[config.mk]
export PLATFORM = sky130hd
export DESIGN_NAME = parallel_io_port
export DESIGN_NICKNAME = d
export VERILOG_FILES = /design/src/logic/gpio_port_pkg.sv /design/src/logic/pin_mux.sv /design/src/logic/parallel_io_port.sv
export VERILOG_INCLUDE_DIRS = /design/src /design/src/logic
export SDC_FILE = /design/constraint.sdc
export NUM_CORES = 1
export LEC_CHECK = 0
export BUFFER_PORTS_ARGS = -buffer_cell sky130_fd_sc_hd__buf_4
export CORE_MARGIN = 2
export CORE_UTILIZATION = 37
export DETAILED_ROUTE_END_ITERATION = 6
export PLACE_DENSITY_LB_ADDON = 0.2
export RECOVER_POWER = 50
export SLEW_MARGIN = 20
export SYNTH_ARGS = -nofsm -noshare
export SYNTH_HDL_FRONTEND = slang
export SYNTH_SLANG_ARGS = --single-unit
[constraint.sdc]
create_clock -name clk -period 4.8 [get_ports clk]
set_clock_uncertainty 0.2 [all_clocks]
set_input_delay 0.72 -clock clk [delete_from_list [all_inputs] [get_ports clk]]
set_output_delay 0.72 -clock clk [all_outputs]
set_load 0.02 [all_outputs]
[src/logic/gpio_port_consts.svh]
/*
 Constants for the parallel I/O port: register offsets of both register
 groups, reset values and widths.
 Assumes it is included by the package and the design modules by bare name.
*/
`ifndef GPIO_PORT_CONSTS_SVH
`define GPIO_PORT_CONSTS_SVH

// Bus and port widths
`define IO_DW 32
`define IO_AW 5
`define IO_BE 4
`define IO_CW 4
// Port bits served by one byte lane
`define IO_LW 8

// Legacy register group, byte offsets
`define LEG_PIN 5'h00
`define LEG_SET 5'h04
`define LEG_DIR 5'h08
`define LEG_CLR 5'h0c
`define LEG_FUNC 5'h10

// Accelerated register group, byte offsets
`define FST_DIR 5'h00
`define FST_MASK 5'h10
`define FST_PIN 5'h14
`define FST_SET 5'h18
`define FST_CLR 5'h1c

// Reset values
`define RST_DIR 32'h0000_0000
`define RST_LATCH 32'h0000_0000
`define RST_FUNC 32'h0000_0000
`define RST_MASK 32'h0000_0000
`define RST_DATA 32'h0000_0000

// Extra wait cycles of a legacy access before its answer
`define LEG_WAIT_DEF 4'h5
// Cycles a legacy answer adds on top of its wait count
`define LEG_ANS_OFS 2
`define CNT_ZERO 4'h0
`define CNT_ONE 4'h1

`endif

[src/logic/gpio_port_pkg.sv]
/*
 Types shared by the parallel I/O port: bus request and answer carriers,
 access state enums and the state records of both modules.
 Assumes the constants header sits beside it.
*/
`include "gpio_port_consts.svh"

package gpio_port_pkg;

  // Avalon-MM request from the master
  typedef struct packed {
    logic read;
    logic write;
    logic [`IO_AW-1:0] address;
    logic [`IO_BE-1:0] byteenable;
    logic [`IO_DW-1:0] writedata;
  } bus_req_s;

  // Avalon-MM answer to the master
  typedef struct packed {
    logic waitrequest;
    logic [`IO_DW-1:0] readdata;
  } bus_rsp_s;

  typedef enum logic [1:0] {LG_IDLE, LG_WAIT, LG_ACK} legacy_e;
  typedef enum logic {FS_IDLE, FS_ACK} fast_e;

  // Register state of the port
  typedef struct packed {
    logic [`IO_DW-1:0] dir;
    logic [`IO_DW-1:0] latch;
    logic [`IO_DW-1:0] funcSel;
    logic [`IO_DW-1:0] mask;
    legacy_e legSt;
    logic [`IO_CW-1:0] legCnt;
    bus_rsp_s legRsp;
    fast_e fstSt;
    bus_rsp_s fstRsp;
  } io_state_s;

  // Pad side state of the pin multiplexer
  typedef struct packed {
    logic [`IO_DW-1:0] pinOut;
    logic [`IO_DW-1:0] pinOe;
    logic [`IO_DW-1:0] pinLevel;
    logic [`IO_DW-1:0] periphIn;
  } mux_state_s;

endpackage

[src/logic/pin_mux.sv]
/*
 Pin multiplexer: per pin, hands the pad to the port logic or to a
 peripheral, and samples the pad level.
 Assumes pad inputs synchronous to clk; all outputs are registered.
*/
`include "gpio_port_consts.svh"

module pin_mux (
  input wire logic clk,
  input wire logic rst_n,
  input wire logic [`IO_DW-1:0] funcSel,
  input wire logic [`IO_DW-1:0] gpioOut,
  input wire logic [`IO_DW-1:0] gpioOe,
  input wire logic [`IO_DW-1:0] periphOut,
  input wire logic [`IO_DW-1:0] periphOe,
  input wire logic [`IO_DW-1:0] pinIn,
  output logic [`IO_DW-1:0] pinOut,
  output logic [`IO_DW-1:0] pinOe,
  output logic [`IO_DW-1:0] pinLevel,
  output logic [`IO_DW-1:0] periphIn
);

  gpio_port_pkg::mux_state_s s;
  gpio_port_pkg::mux_state_s next_s;
  logic [`IO_DW-1:0] muxOut;
  logic [`IO_DW-1:0] muxOe;

  //////////////////////////////////////////////////////////////////////////
  // Per pin source selection
  genvar i;
  generate
    for (i = 0; i < `IO_DW; i++) begin : g_pin
      assign muxOut[i] = funcSel[i] ? periphOut[i] : gpioOut[i];
      assign muxOe[i] = funcSel[i] ? periphOe[i] : gpioOe[i];
    end
  endgenerate

  // Next pad state
  always_comb begin
    next_s = s;
    next_s.pinOut = muxOut;
    next_s.pinOe = muxOe;
    next_s.pinLevel = pinIn;
    next_s.periphIn = pinIn;
  end

  // Pads start undriven
  always_ff @(posedge clk) begin
    if (!rst_n) begin
      s.pinOut <= `RST_DATA;
      s.pinOe <= `RST_DIR;
      s.pinLevel <= `RST_DATA;
      s.periphIn <= `RST_DATA;
    end else begin
      s <= next_s;
    end
  end

  assign pinOut = s.pinOut;
  assign pinOe = s.pinOe;
  assign pinLevel = s.pinLevel;
  assign periphIn = s.periphIn;

  //////////////////////////////////////////////////////////////////////////
  // Checks
  property p_gpio_owns_pin;
    @(posedge clk) disable iff (!rst_n)
    rst_n ##1 rst_n |-> ((pinOe & ~$past(funcSel))
      == ($past(gpioOe) & ~$past(funcSel)));
  endproperty
  a_gpio_owns_pin: assert property (p_gpio_owns_pin)
    else $error("unassigned pin not under port control");

  property p_periph_owns_pin;
    @(posedge clk) disable iff (!rst_n)
    rst_n ##1 rst_n |-> ((pinOut & $past(funcSel))
      == ($past(periphOut) & $past(funcSel)));
  endproperty
  a_periph_owns_pin: assert property (p_periph_owns_pin)
    else $error("assigned pin not driven by its peripheral");

endmodule

[src/logic/parallel_io_port.sv]
/*
 Parallel I/O port with a legacy register group and an accelerated
 register group, each an Avalon-MM slave with waitrequest, both acting
 on one set of direction and output state.
 Assumes one clock, synchronous pad inputs, masters that hold a request
 until they sample waitrequest low.
*/
// What this block does
// - Unassigned pins follow the port registers
// - Multiplexer gives each pin one peripheral
// - Per-bit direction, changeable at any time
// - Set write raises ones, keeps others
// - Clear write lowers ones, keeps others
// - Output latch and pin level readable
// - Reset leaves every bit an input
// - Mask bits shield fast pin, set and clear writes
// - Byte lanes act on their own bits
// - Whole output value written at once
// - Legacy and fast groups reach the port
`include "gpio_port_consts.svh"

module parallel_io_port #(
  parameter logic [`IO_CW-1:0] LEGACY_WAIT = `LEG_WAIT_DEF
) (
  input wire logic clk,
  input wire logic rst_n,
  input wire gpio_port_pkg::bus_req_s legReq,
  output gpio_port_pkg::bus_rsp_s legRsp,
  input wire gpio_port_pkg::bus_req_s fastReq,
  output gpio_port_pkg::bus_rsp_s fastRsp,
  input wire logic [`IO_DW-1:0] periphOut,
  input wire logic [`IO_DW-1:0] periphOe,
  output logic [`IO_DW-1:0] periphIn,
  input wire logic [`IO_DW-1:0] pinIn,
  output logic [`IO_DW-1:0] pinOut,
  output logic [`IO_DW-1:0] pinOe
);

  localparam gpio_port_pkg::io_state_s RST_STATE = '{
    dir: `RST_DIR,
    latch: `RST_LATCH,
    funcSel: `RST_FUNC,
    mask: `RST_MASK,
    legSt: gpio_port_pkg::LG_IDLE,
    legCnt: `CNT_ZERO,
    legRsp: '{waitrequest: 1'b1, readdata: `RST_DATA},
    fstSt: gpio_port_pkg::FS_IDLE,
    fstRsp: '{waitrequest: 1'b1, readdata: `RST_DATA}
  };

  gpio_port_pkg::io_state_s s;
  gpio_port_pkg::io_state_s next_s;
  logic [`IO_DW-1:0] pinLevel;
  logic [`IO_DW-1:0] legRead;
  logic [`IO_DW-1:0] fastRead;
  logic [`IO_DW-1:0] legLane;
  logic [`IO_DW-1:0] fastLane;
  logic [`IO_DW-1:0] fastBits;
  logic legWr;
  logic fastWr;

  // Byte enables widened to one bit per port bit
  function automatic logic [`IO_DW-1:0] lanes(input logic [`IO_BE-1:0] be);
    logic [`IO_DW-1:0] m;
    m = '0;
    for (int b = 0; b < `IO_BE; b++) begin
      m[b*`IO_LW +: `IO_LW] = {`IO_LW{be[b]}};
    end
    return m;
  endfunction

  //////////////////////////////////////////////////////////////////////////
  // Decoded strobes and lane masks
  assign legWr = (s.legSt == gpio_port_pkg::LG_ACK) && legReq.write;
  assign fastWr = (s.fstSt == gpio_port_pkg::FS_ACK) && fastReq.write;
  assign legLane = lanes(legReq.byteenable);
  assign fastLane = lanes(fastReq.byteenable);
  assign fastBits = fastLane & ~s.mask;

  // Legacy readback
  always_comb begin
    unique case (legReq.address)
      `LEG_PIN: legRead = pinLevel;
      `LEG_SET: legRead = s.latch;
      `LEG_DIR: legRead = s.dir;
      `LEG_FUNC: legRead = s.funcSel;
      default: legRead = `RST_DATA;
    endcase
  end

  // Accelerated readback, masked bits read as zero on pin and set reads
  always_comb begin
    unique case (fastReq.address)
      `FST_DIR: fastRead = s.dir;
      `FST_MASK: fastRead = s.mask;
      `FST_PIN: fastRead = pinLevel & ~s.mask;
      `FST_SET: fastRead = s.latch & ~s.mask;
      default: fastRead = `RST_DATA;
    endcase
  end

  //////////////////////////////////////////////////////////////////////////
  // Next state: handshakes, then legacy writes, then fast writes on top
  always_comb begin
    next_s = s;
    // Legacy slave: slower answer, counted wait cycles
    unique case (s.legSt)
      gpio_port_pkg::LG_IDLE: begin
        if (legReq.read || legReq.write) begin
          next_s.legSt = gpio_port_pkg::LG_WAIT;
          next_s.legCnt = LEGACY_WAIT;
        end
      end
      gpio_port_pkg::LG_WAIT: begin
        if (s.legCnt == `CNT_ZERO) begin
          next_s.legSt = gpio_port_pkg::LG_ACK;
          next_s.legRsp.waitrequest = 1'b0;
          next_s.legRsp.readdata = legRead;
        end else begin
          next_s.legCnt = s.legCnt - `CNT_ONE;
        end
      end
      gpio_port_pkg::LG_ACK: begin
        next_s.legSt = gpio_port_pkg::LG_IDLE;
        next_s.legRsp.waitrequest = 1'b1;
      end
      default: begin
        next_s.legSt = gpio_port_pkg::LG_IDLE;
        next_s.legRsp.waitrequest = 1'b1;
      end
    endcase
    // Fast slave: answer one cycle after the request
    unique case (s.fstSt)
      gpio_port_pkg::FS_IDLE: begin
        if (fastReq.read || fastReq.write) begin
          next_s.fstSt = gpio_port_pkg::FS_ACK;
          next_s.fstRsp.waitrequest = 1'b0;
          next_s.fstRsp.readdata = fastRead;
        end
      end
      gpio_port_pkg::FS_ACK: begin
        next_s.fstSt = gpio_port_pkg::FS_IDLE;
        next_s.fstRsp.waitrequest = 1'b1;
      end
    endcase
    // Legacy writes, applied first
    if (legWr) begin
      unique case (legReq.address)
        `LEG_SET: next_s.latch = s.latch
          | (legReq.writedata & legLane);
        `LEG_CLR: next_s.latch = s.latch
          & ~(legReq.writedata & legLane);
        `LEG_DIR: next_s.dir = (s.dir & ~legLane)
          | (legReq.writedata & legLane);
        `LEG_FUNC: next_s.funcSel = (s.funcSel & ~legLane)
          | (legReq.writedata & legLane);
        default: ;
      endcase
    end
    // Fast writes act on the legacy result, so they land last
    if (fastWr) begin
      unique case (fastReq.address)
        `FST_DIR: next_s.dir = (next_s.dir & ~fastLane)
          | (fastReq.writedata & fastLane);
        `FST_MASK: next_s.mask = (s.mask & ~fastLane)
          | (fastReq.writedata & fastLane);
        `FST_PIN: next_s.latch = (next_s.latch & ~fastBits)
          | (fastReq.writedata & fastBits);
        `FST_SET: next_s.latch = next_s.latch
          | (fastReq.writedata & fastBits);
        `FST_CLR: next_s.latch = next_s.latch
          & ~(fastReq.writedata & fastBits);
        default: ;
      endcase
    end
  end

  // State register
  always_ff @(posedge clk) begin
    if (!rst_n) begin
      s <= RST_STATE;
    end else begin
      s <= next_s;
    end
  end

  assign legRsp = s.legRsp;
  assign fastRsp = s.fstRsp;

  //////////////////////////////////////////////////////////////////////////
  // Pad multiplexer
  pin_mux u_pin_mux (
    .clk(clk),
    .rst_n(rst_n),
    .funcSel(s.funcSel),
    .gpioOut(s.latch),
    .gpioOe(s.dir),
    .periphOut(periphOut),
    .periphOe(periphOe),
    .pinIn(pinIn),
    .pinOut(pinOut),
    .pinOe(pinOe),
    .pinLevel(pinLevel),
    .periphIn(periphIn)
  );

  //////////////////////////////////////////////////////////////////////////
  // Checks
  property p_reset_inputs;
    @(posedge clk) disable iff (!rst_n)
    $rose(rst_n) |-> (s.dir == `RST_DIR) && (pinOe == `RST_DIR);
  endproperty
  a_reset_inputs: assert property (p_reset_inputs)
    else $error("port not all inputs after reset");

  property p_dir_to_pad;
    @(posedge clk) disable iff (!rst_n)
    (fastWr && fastReq.address == `FST_DIR && !legWr)
      |=> ##1 ((pinOe & $past(fastLane, 2) & ~s.funcSel)
        == ($past(fastReq.writedata, 2) & $past(fastLane, 2)
          & ~s.funcSel));
  endproperty
  a_dir_to_pad: assert property (p_dir_to_pad)
    else $error("direction write did not reach the pad");

  property p_set_bits;
    @(posedge clk) disable iff (!rst_n)
    (fastWr && fastReq.address == `FST_SET)
      |=> ((s.latch & $past(fastReq.writedata & fastBits))
        == $past(fastReq.writedata & fastBits));
  endproperty
  a_set_bits: assert property (p_set_bits)
    else $error("set write left a selected bit low");

  property p_clear_keeps;
    @(posedge clk) disable iff (!rst_n)
    (legWr && legReq.address == `LEG_CLR && !fastWr)
      |=> (s.latch == $past(s.latch & ~(legReq.writedata & legLane)));
  endproperty
  a_clear_keeps: assert property (p_clear_keeps)
    else $error("clear write result wrong");

  property p_pin_read;
    @(posedge clk) disable iff (!rst_n)
    (s.fstSt == gpio_port_pkg::FS_IDLE && fastReq.read
      && fastReq.address == `FST_PIN)
      |=> !fastRsp.waitrequest
        && (fastRsp.readdata == $past(pinLevel & ~s.mask));
  endproperty
  a_pin_read: assert property (p_pin_read)
    else $error("pin level readback wrong");

  property p_mask_shields;
    @(posedge clk) disable iff (!rst_n)
    (fastWr && fastReq.address == `FST_PIN && !legWr)
      |=> ((s.latch & $past(s.mask)) == $past(s.latch & s.mask));
  endproperty
  a_mask_shields: assert property (p_mask_shields)
    else $error("masked bit changed by a fast write");

  property p_lane_only;
    @(posedge clk) disable iff (!rst_n)
    (fastWr && fastReq.address == `FST_DIR && !legWr)
      |=> ((s.dir & ~$past(fastLane)) == $past(s.dir & ~fastLane));
  endproperty
  a_lane_only: assert property (p_lane_only)
    else $error("disabled byte lane changed");

  property p_whole_value;
    @(posedge clk) disable iff (!rst_n)
    (fastWr && fastReq.address == `FST_PIN)
      |=> ((s.latch & $past(fastBits))
        == $past(fastReq.writedata & fastBits));
  endproperty
  a_whole_value: assert property (p_whole_value)
    else $error("whole port write not taken");

  property p_fast_answer;
    @(posedge clk) disable iff (!rst_n)
    (s.fstSt == gpio_port_pkg::FS_IDLE && (fastReq.read || fastReq.write))
      |=> !fastRsp.waitrequest ##1 fastRsp.waitrequest;
  endproperty
  a_fast_answer: assert property (p_fast_answer)
    else $error("fast access not answered in one cycle");

  property p_legacy_slower;
    @(posedge clk) disable iff (!rst_n)
    (s.legSt == gpio_port_pkg::LG_IDLE && (legReq.read || legReq.write))
      |=> legRsp.waitrequest [*2];
  endproperty
  a_legacy_slower: assert property (p_legacy_slower)
    else $error("legacy access answered too early");

  property p_order;
    @(posedge clk) disable iff (!rst_n)
    (legWr && legReq.address == `LEG_SET && fastWr
      && fastReq.address == `FST_CLR)
      |=> ((s.latch & $past(legReq.writedata & fastReq.writedata
        & legLane & fastBits)) == `RST_DATA);
  endproperty
  a_order: assert property (p_order)
    else $error("same-cycle accesses applied out of order");

  // Legacy answer time: fixed, so software can count on it
  localparam int LEG_LAT = LEGACY_WAIT + `LEG_ANS_OFS;

  property p_leg_answer;
    @(posedge clk) disable iff (!rst_n)
    (s.legSt == gpio_port_pkg::LG_IDLE && (legReq.read || legReq.write))
      |-> ##LEG_LAT !legRsp.waitrequest ##1 legRsp.waitrequest;
  endproperty
  a_leg_answer: assert property (p_leg_answer)
    else $error("legacy access not answered on time");

  property p_leg_set;
    @(posedge clk) disable iff (!rst_n)
    (legWr && legReq.address == `LEG_SET && !fastWr)
      |=> (s.latch == $past(s.latch | (legReq.writedata & legLane)));
  endproperty
  a_leg_set: assert property (p_leg_set)
    else $error("legacy set write result wrong");

  property p_leg_dir;
    @(posedge clk) disable iff (!rst_n)
    (legWr && legReq.address == `LEG_DIR && !fastWr)
      |=> (s.dir == $past((s.dir & ~legLane)
        | (legReq.writedata & legLane)));
  endproperty
  a_leg_dir: assert property (p_leg_dir)
    else $error("legacy direction write result wrong");

  // Read data is taken from the state at the edge that opens the answer
  property p_latch_read;
    @(posedge clk) disable iff (!rst_n)
    (s.legSt == gpio_port_pkg::LG_WAIT && s.legCnt == `CNT_ZERO
      && legReq.read && legReq.address == `LEG_SET)
      |=> !legRsp.waitrequest && (legRsp.readdata == $past(s.latch));
  endproperty
  a_latch_read: assert property (p_latch_read)
    else $error("output latch readback wrong");

endmodule

Yosys cells after proc, flatten, opt, wreduce, memory -nomap -nowiden
Index checks and enable logic that the tools add are counted.

Flip-flop bits (word level): 297. Latch bits: 0. Memory bits (writable): 0. ROM bits: 0. Output and inout bits: 162. Memories kept: 0.

$add $sub $neg: 1. Multipliers: 0. Divide/modulo/power cells: 0. Magnitude comparators: 0. Eq/ne operators: 14. Shift operators: 0. Mux-type cells: 82. Bitwise gates (word level): 28. Reduce and logical (&&, ||, !) cells: 16.

Operators with widths (number): 32-bit AND (13); 32-bit one-hot mux with 4 select lines (2); 32-bit OR (7); 32-bit inverter (6); 32-bit two-way mux (3); 96-bit two-way mux (1); 32-bit one-hot mux with 3 select lines (1); 1-bit two-way mux (64); 64-bit two-way mux (1); 32-bit one-hot mux with 2 select lines (1); 34-bit two-way mux (1); 33-bit two-way mux (1); 5-bit equality test, second input constant (5); 2-bit AND reduction (6); 5-bit by 4-bit equality test with 1-bit output, second input constant (2); 5-bit logical NOT (2); 2-bit != test, second input constant (4); 2-bit one-hot mux with 2 select lines (2); 4-bit one-hot mux with 2 select lines (1); 6-bit two-way mux (1); 5-bit by 3-bit equality test with 1-bit output, second input constant (1); 4-bit logical NOT (1); 4-bit two-way mux (1); 4-bit by 1-bit subtractor with 4-bit output, second input constant (1); 10 further kinds (13).

Logic depth before layout (Yosys ltp)
Word-level depth: 9. Mapped depth: 8.

Modules after synthesis
Synthesis repeated with hierarchy kept, for this count alone.

Cell total of the unflattened synthesis: 1665. Area total of the unflattened synthesis: 14674.1 um^2.

Modules (own cells, without submodules): parallel_io_port (times used 1, cells an instance 1367, area each 11120.7 um^2, seq. area each 4023.9 um^2); pin_mux (times used 1, cells an instance 298, area each 3553.4 um^2, seq. area each 1921.8 um^2).

Worst setup path after synthesis
OpenSTA, ideal clock, no wires.

Path type: input to register. Start: in fastReq[40] (netlist bit). End: reg s, in the netlist fastRsp[10]. Library setup time: 0.058 ns. Arrival time: 2.219 ns. Data required time: 4.542 ns. Setup slack: 2.323 ns. Cell stages on the path: 8. Buffers on the path: 4. Path through: buf_4 > or3b_1 > buf_2 > or3_1 > buf_2 > buf_6 > a211oi_1 > o21a_1.

Word-level cells in the longest chain between the ends: 2. Elaborated cells on any way between the ends: 5. Those cells by class: 3 x eq/ne; 1 x mux; 1 x reduce/logical.

Ends and longest elaborated chain: start, declared (line parallel_io_port.sv:29) `input wire gpio_port_pkg::bus_req_s fastReq,`; 5-bit equality test / 5-bit logical NOT (equally long branches) (line parallel_io_port.sv:93) `unique case (fastReq.address)`; 32-bit one-hot mux with 4 select lines * (line parallel_io_port.sv:93); end signal, assigned (line parallel_io_port.sv:183) `s <= next_s;`; end, declared (line parallel_io_port.sv:51) `gpio_port_pkg::io_state_s s;`.

Mark *: on every way between the ends. The rest lies on a longest branch, timed or not. A chain may end at the register's enable or synchronous reset.

Final worst setup path
Start: in rst_n. End: reg u_pin_mux.pinOut[9] (netlist name).

RTL lines: start, declared (line parallel_io_port.sv:26) `input wire logic rst_n,`.

No word-level cell between the ends.

==> flow_summary.ini <==
[pwr]
leakage_nw = 6.93
ir_drop_mv = 0.191
p_total_mw = 5.94
power_density_nw_per_um2 = 331

[timing]
rsz0062_at_grt = no
finalSetupViolations = 0
period_minus_slack_ns = 3.11
hold_violations = 0
worstMarginPinSlew_ns = 2.05
min_period_over_period_pct = 64.9
slew_headroom_pct = -36.4
fin_setup_tns_ns = 0
maxSlewViolCount = 170
max_freq_ghz = 0.321

[worst_hold_path]
hp-class = primary input to flop
hold_start = pinIn[22]
min_to = u_pin_mux.pinLevel[22]$_SDFF_PN0_
hold_depth = 2

[worst_setup_path]
r2r_cells = 6
cp_slowest_cell = clkbuf_2
r2r_slack_ns = 1.91
worstReg2RegEnd = legRsp[3]$_SDFFE_PN0P_
worstSetupEndpointType = flop
cp.arrival_ns = 3.26
worst-path-buf-inv = 3
reg2reg_from = s[67]$_SDFFE_PN0P_
critical_path_class = primary input to flop
crit_path_max_incr_delay_ns = 1.55
critical_path_required_ns = 4.95
start_kind = primary input
path_cells = clkbuf_1 -> inv_6 -> clkbuf_2 -> nor2_1
cp_max_fo = 113
cp_top_family = buffers and inverters

[clock_tree]
cts_max_level = 2
hold_buffers = 0
cts-resized-gates = 0
cts_num_sinks = 297
clk_latency_ns = 0.56
clockRootBuffer = clkbuf_16
clk_path_buf_depth = 3
postCtsSetupRepairBufs = 0
clk_transition_reported_paths_ns = 0.06
cts_inserted_buffers = 37
cts_tree = built

[detailed_routing]
route.detailed.drc = 0
viasPerCell = 5.59
drtIter0Drc = 945
ant_nets = 0
wirelength_mm = 55.3
wl_per_cell_um = 22.5
num_vias = 13700
dr.pass1.iters = 5

[floorplan]
die-area_um2 = 41800
die_height_um = 204
initial_utilization_pct = 37.5
ios = 346
die_w_um = 204
core_area_um2 = 39600
rows = 73

[synthesis]
synth.distinct_cells = 56
synthFlopType = dfxtp_1
synth_nets = 1892
synth_warnings = 0
syn_inst = 1707
async_reset_ff_share_pct = 0
synth_seq_area_share_pct = 40.0
ys_ff_latch = 297
synthesis.area_um2 = 14900
avgSynthCellArea_um2 = 8.70
synth-edff-count = 0

[placement]
gp_congestion = 0.824
hpwl_mm = 36.5
placed_cell_area_um2 = 17200
port_buffers = 345

[global_routing]
grt_pass1_wl_mm = 82.5
overflow = 0
antenna_found_initial = 1
grt_pass1_vias = 13400
grt.total_usage_pct = 25.8
grt_max_degree = 114

[run_status]
status = finished with violations
violations = max-capacitance violations, max-slew violations

[layout]
mostFrequentLayoutCells = dfxtp_1 (297), mux2i_1 (239), buf_4 (225)
stdcell_area_um2 = 18000
drive_gt1_share_pct = 15.8
final_common_cell = dfxtp_1
final_nets = 2085
area.growth.synth_to_final_pct = 21.0

[job]
cap_viol_max_count = 2
[power breakdown]
part	internal, mW	total (mW)	switching (mW)
logic	0.214	0.557	0.343
clock network	1.73	2.85	1.12
registers	2.50	2.53	0.0350
[worst max-delay path by stage]
stage / startpoint / end / slack (ns) / cells after the start
after floorplan: fastReq[40] / fastRsp[10]$_SDFFE_PN0P_ / 2.32 / 8
after global placement: fastReq[40] / fastRsp[11]$_SDFFE_PN0P_ / 1.32 / 7
after detailed placement: fastReq[37] / s[137]$_SDFF_PN0_ / 1.26 / 6
after CTS: s[72]$_SDFFE_PN0P_ / flop / 1.53 / 4
after global routing: rst_n / u_pin_mux.pinOe[10]$_SDFF_PN0_ / 1.35 / 4
final: rst_n / u_pin_mux.pinOut[9]$_SDFF_PN0_ / 1.69 / 4
[Yosys cell counts (3+ instances only)]
cell type	count	area [um^2]
nand4_1	25	156
o21ai_1	5	25.0
buf_6	3	33.8
nand3_1	46	230
nand2_1	93	349
a41oi_1	8	70.1
clkbuf_1	113	424
and3_1	3	18.8
a31oi_1	10	62.6
nor3_1	6	30.0
a211o_1	7	61.3
buf_2	14	70.1
a32o_1	8	80.1
buf_1	8	30.0
mux2i_1	239	2390
a221oi_1	23	201
inv_1	28	105
o21ai_0	118	591
and2_1	34	213
a21oi_1	75	375
nor2_1	193	724
a211oi_1	63	473
or3_1	5	31.3
nand3b_1	88	661
o21a_1	33	248
o32ai_1	23	201
dfxtp_1	297	5950
buf_4	67	503
nor2b_1	34	213
nand2b_1	4	25.0
[through the flow]
stage,instances,setup slack (ns),utilization (%),hold WS (ns)
after floorplan,1707,2.32,-,0.232
after CTS,2452,1.53,46.6,0.152
after global routing,2452,1.35,45.3,0.161
after global placement,2386,1.32,43.5,0.241
after detailed placement,2386,1.26,43.5,0.248
final,2453,1.69,45.3,0.167
[kinds of logic after synthesis]
kind of cell | share of synthesized area (%)
compound gates | 16.7
xor+xnor | 0.118
fa+ha+maj | 0.152
buf+inv | 7.85
flops | 40.0
mux | 16.1
simple gates | 19.1
[layout make-up]
cell class,instances,area [um^2]
fill,3995,21700
multi-input combinational,1177,7830
sequential,297,5950
timing repair buffer,359,2190
clock buffer,57,1130
tap,525,657
inverter,28,110
clock inverter,9,101
antenna,1,2.50
[metal layers]
layer / routed length [um] / GRT usage, %
met1: 24300 / 34.0
met2: 26000 / 42.6
met3: 3750 / 4.86
met4: 1250 / 8.39
met5: 0 / 0
No activity file was read; power rests on OpenSTA's default activity.
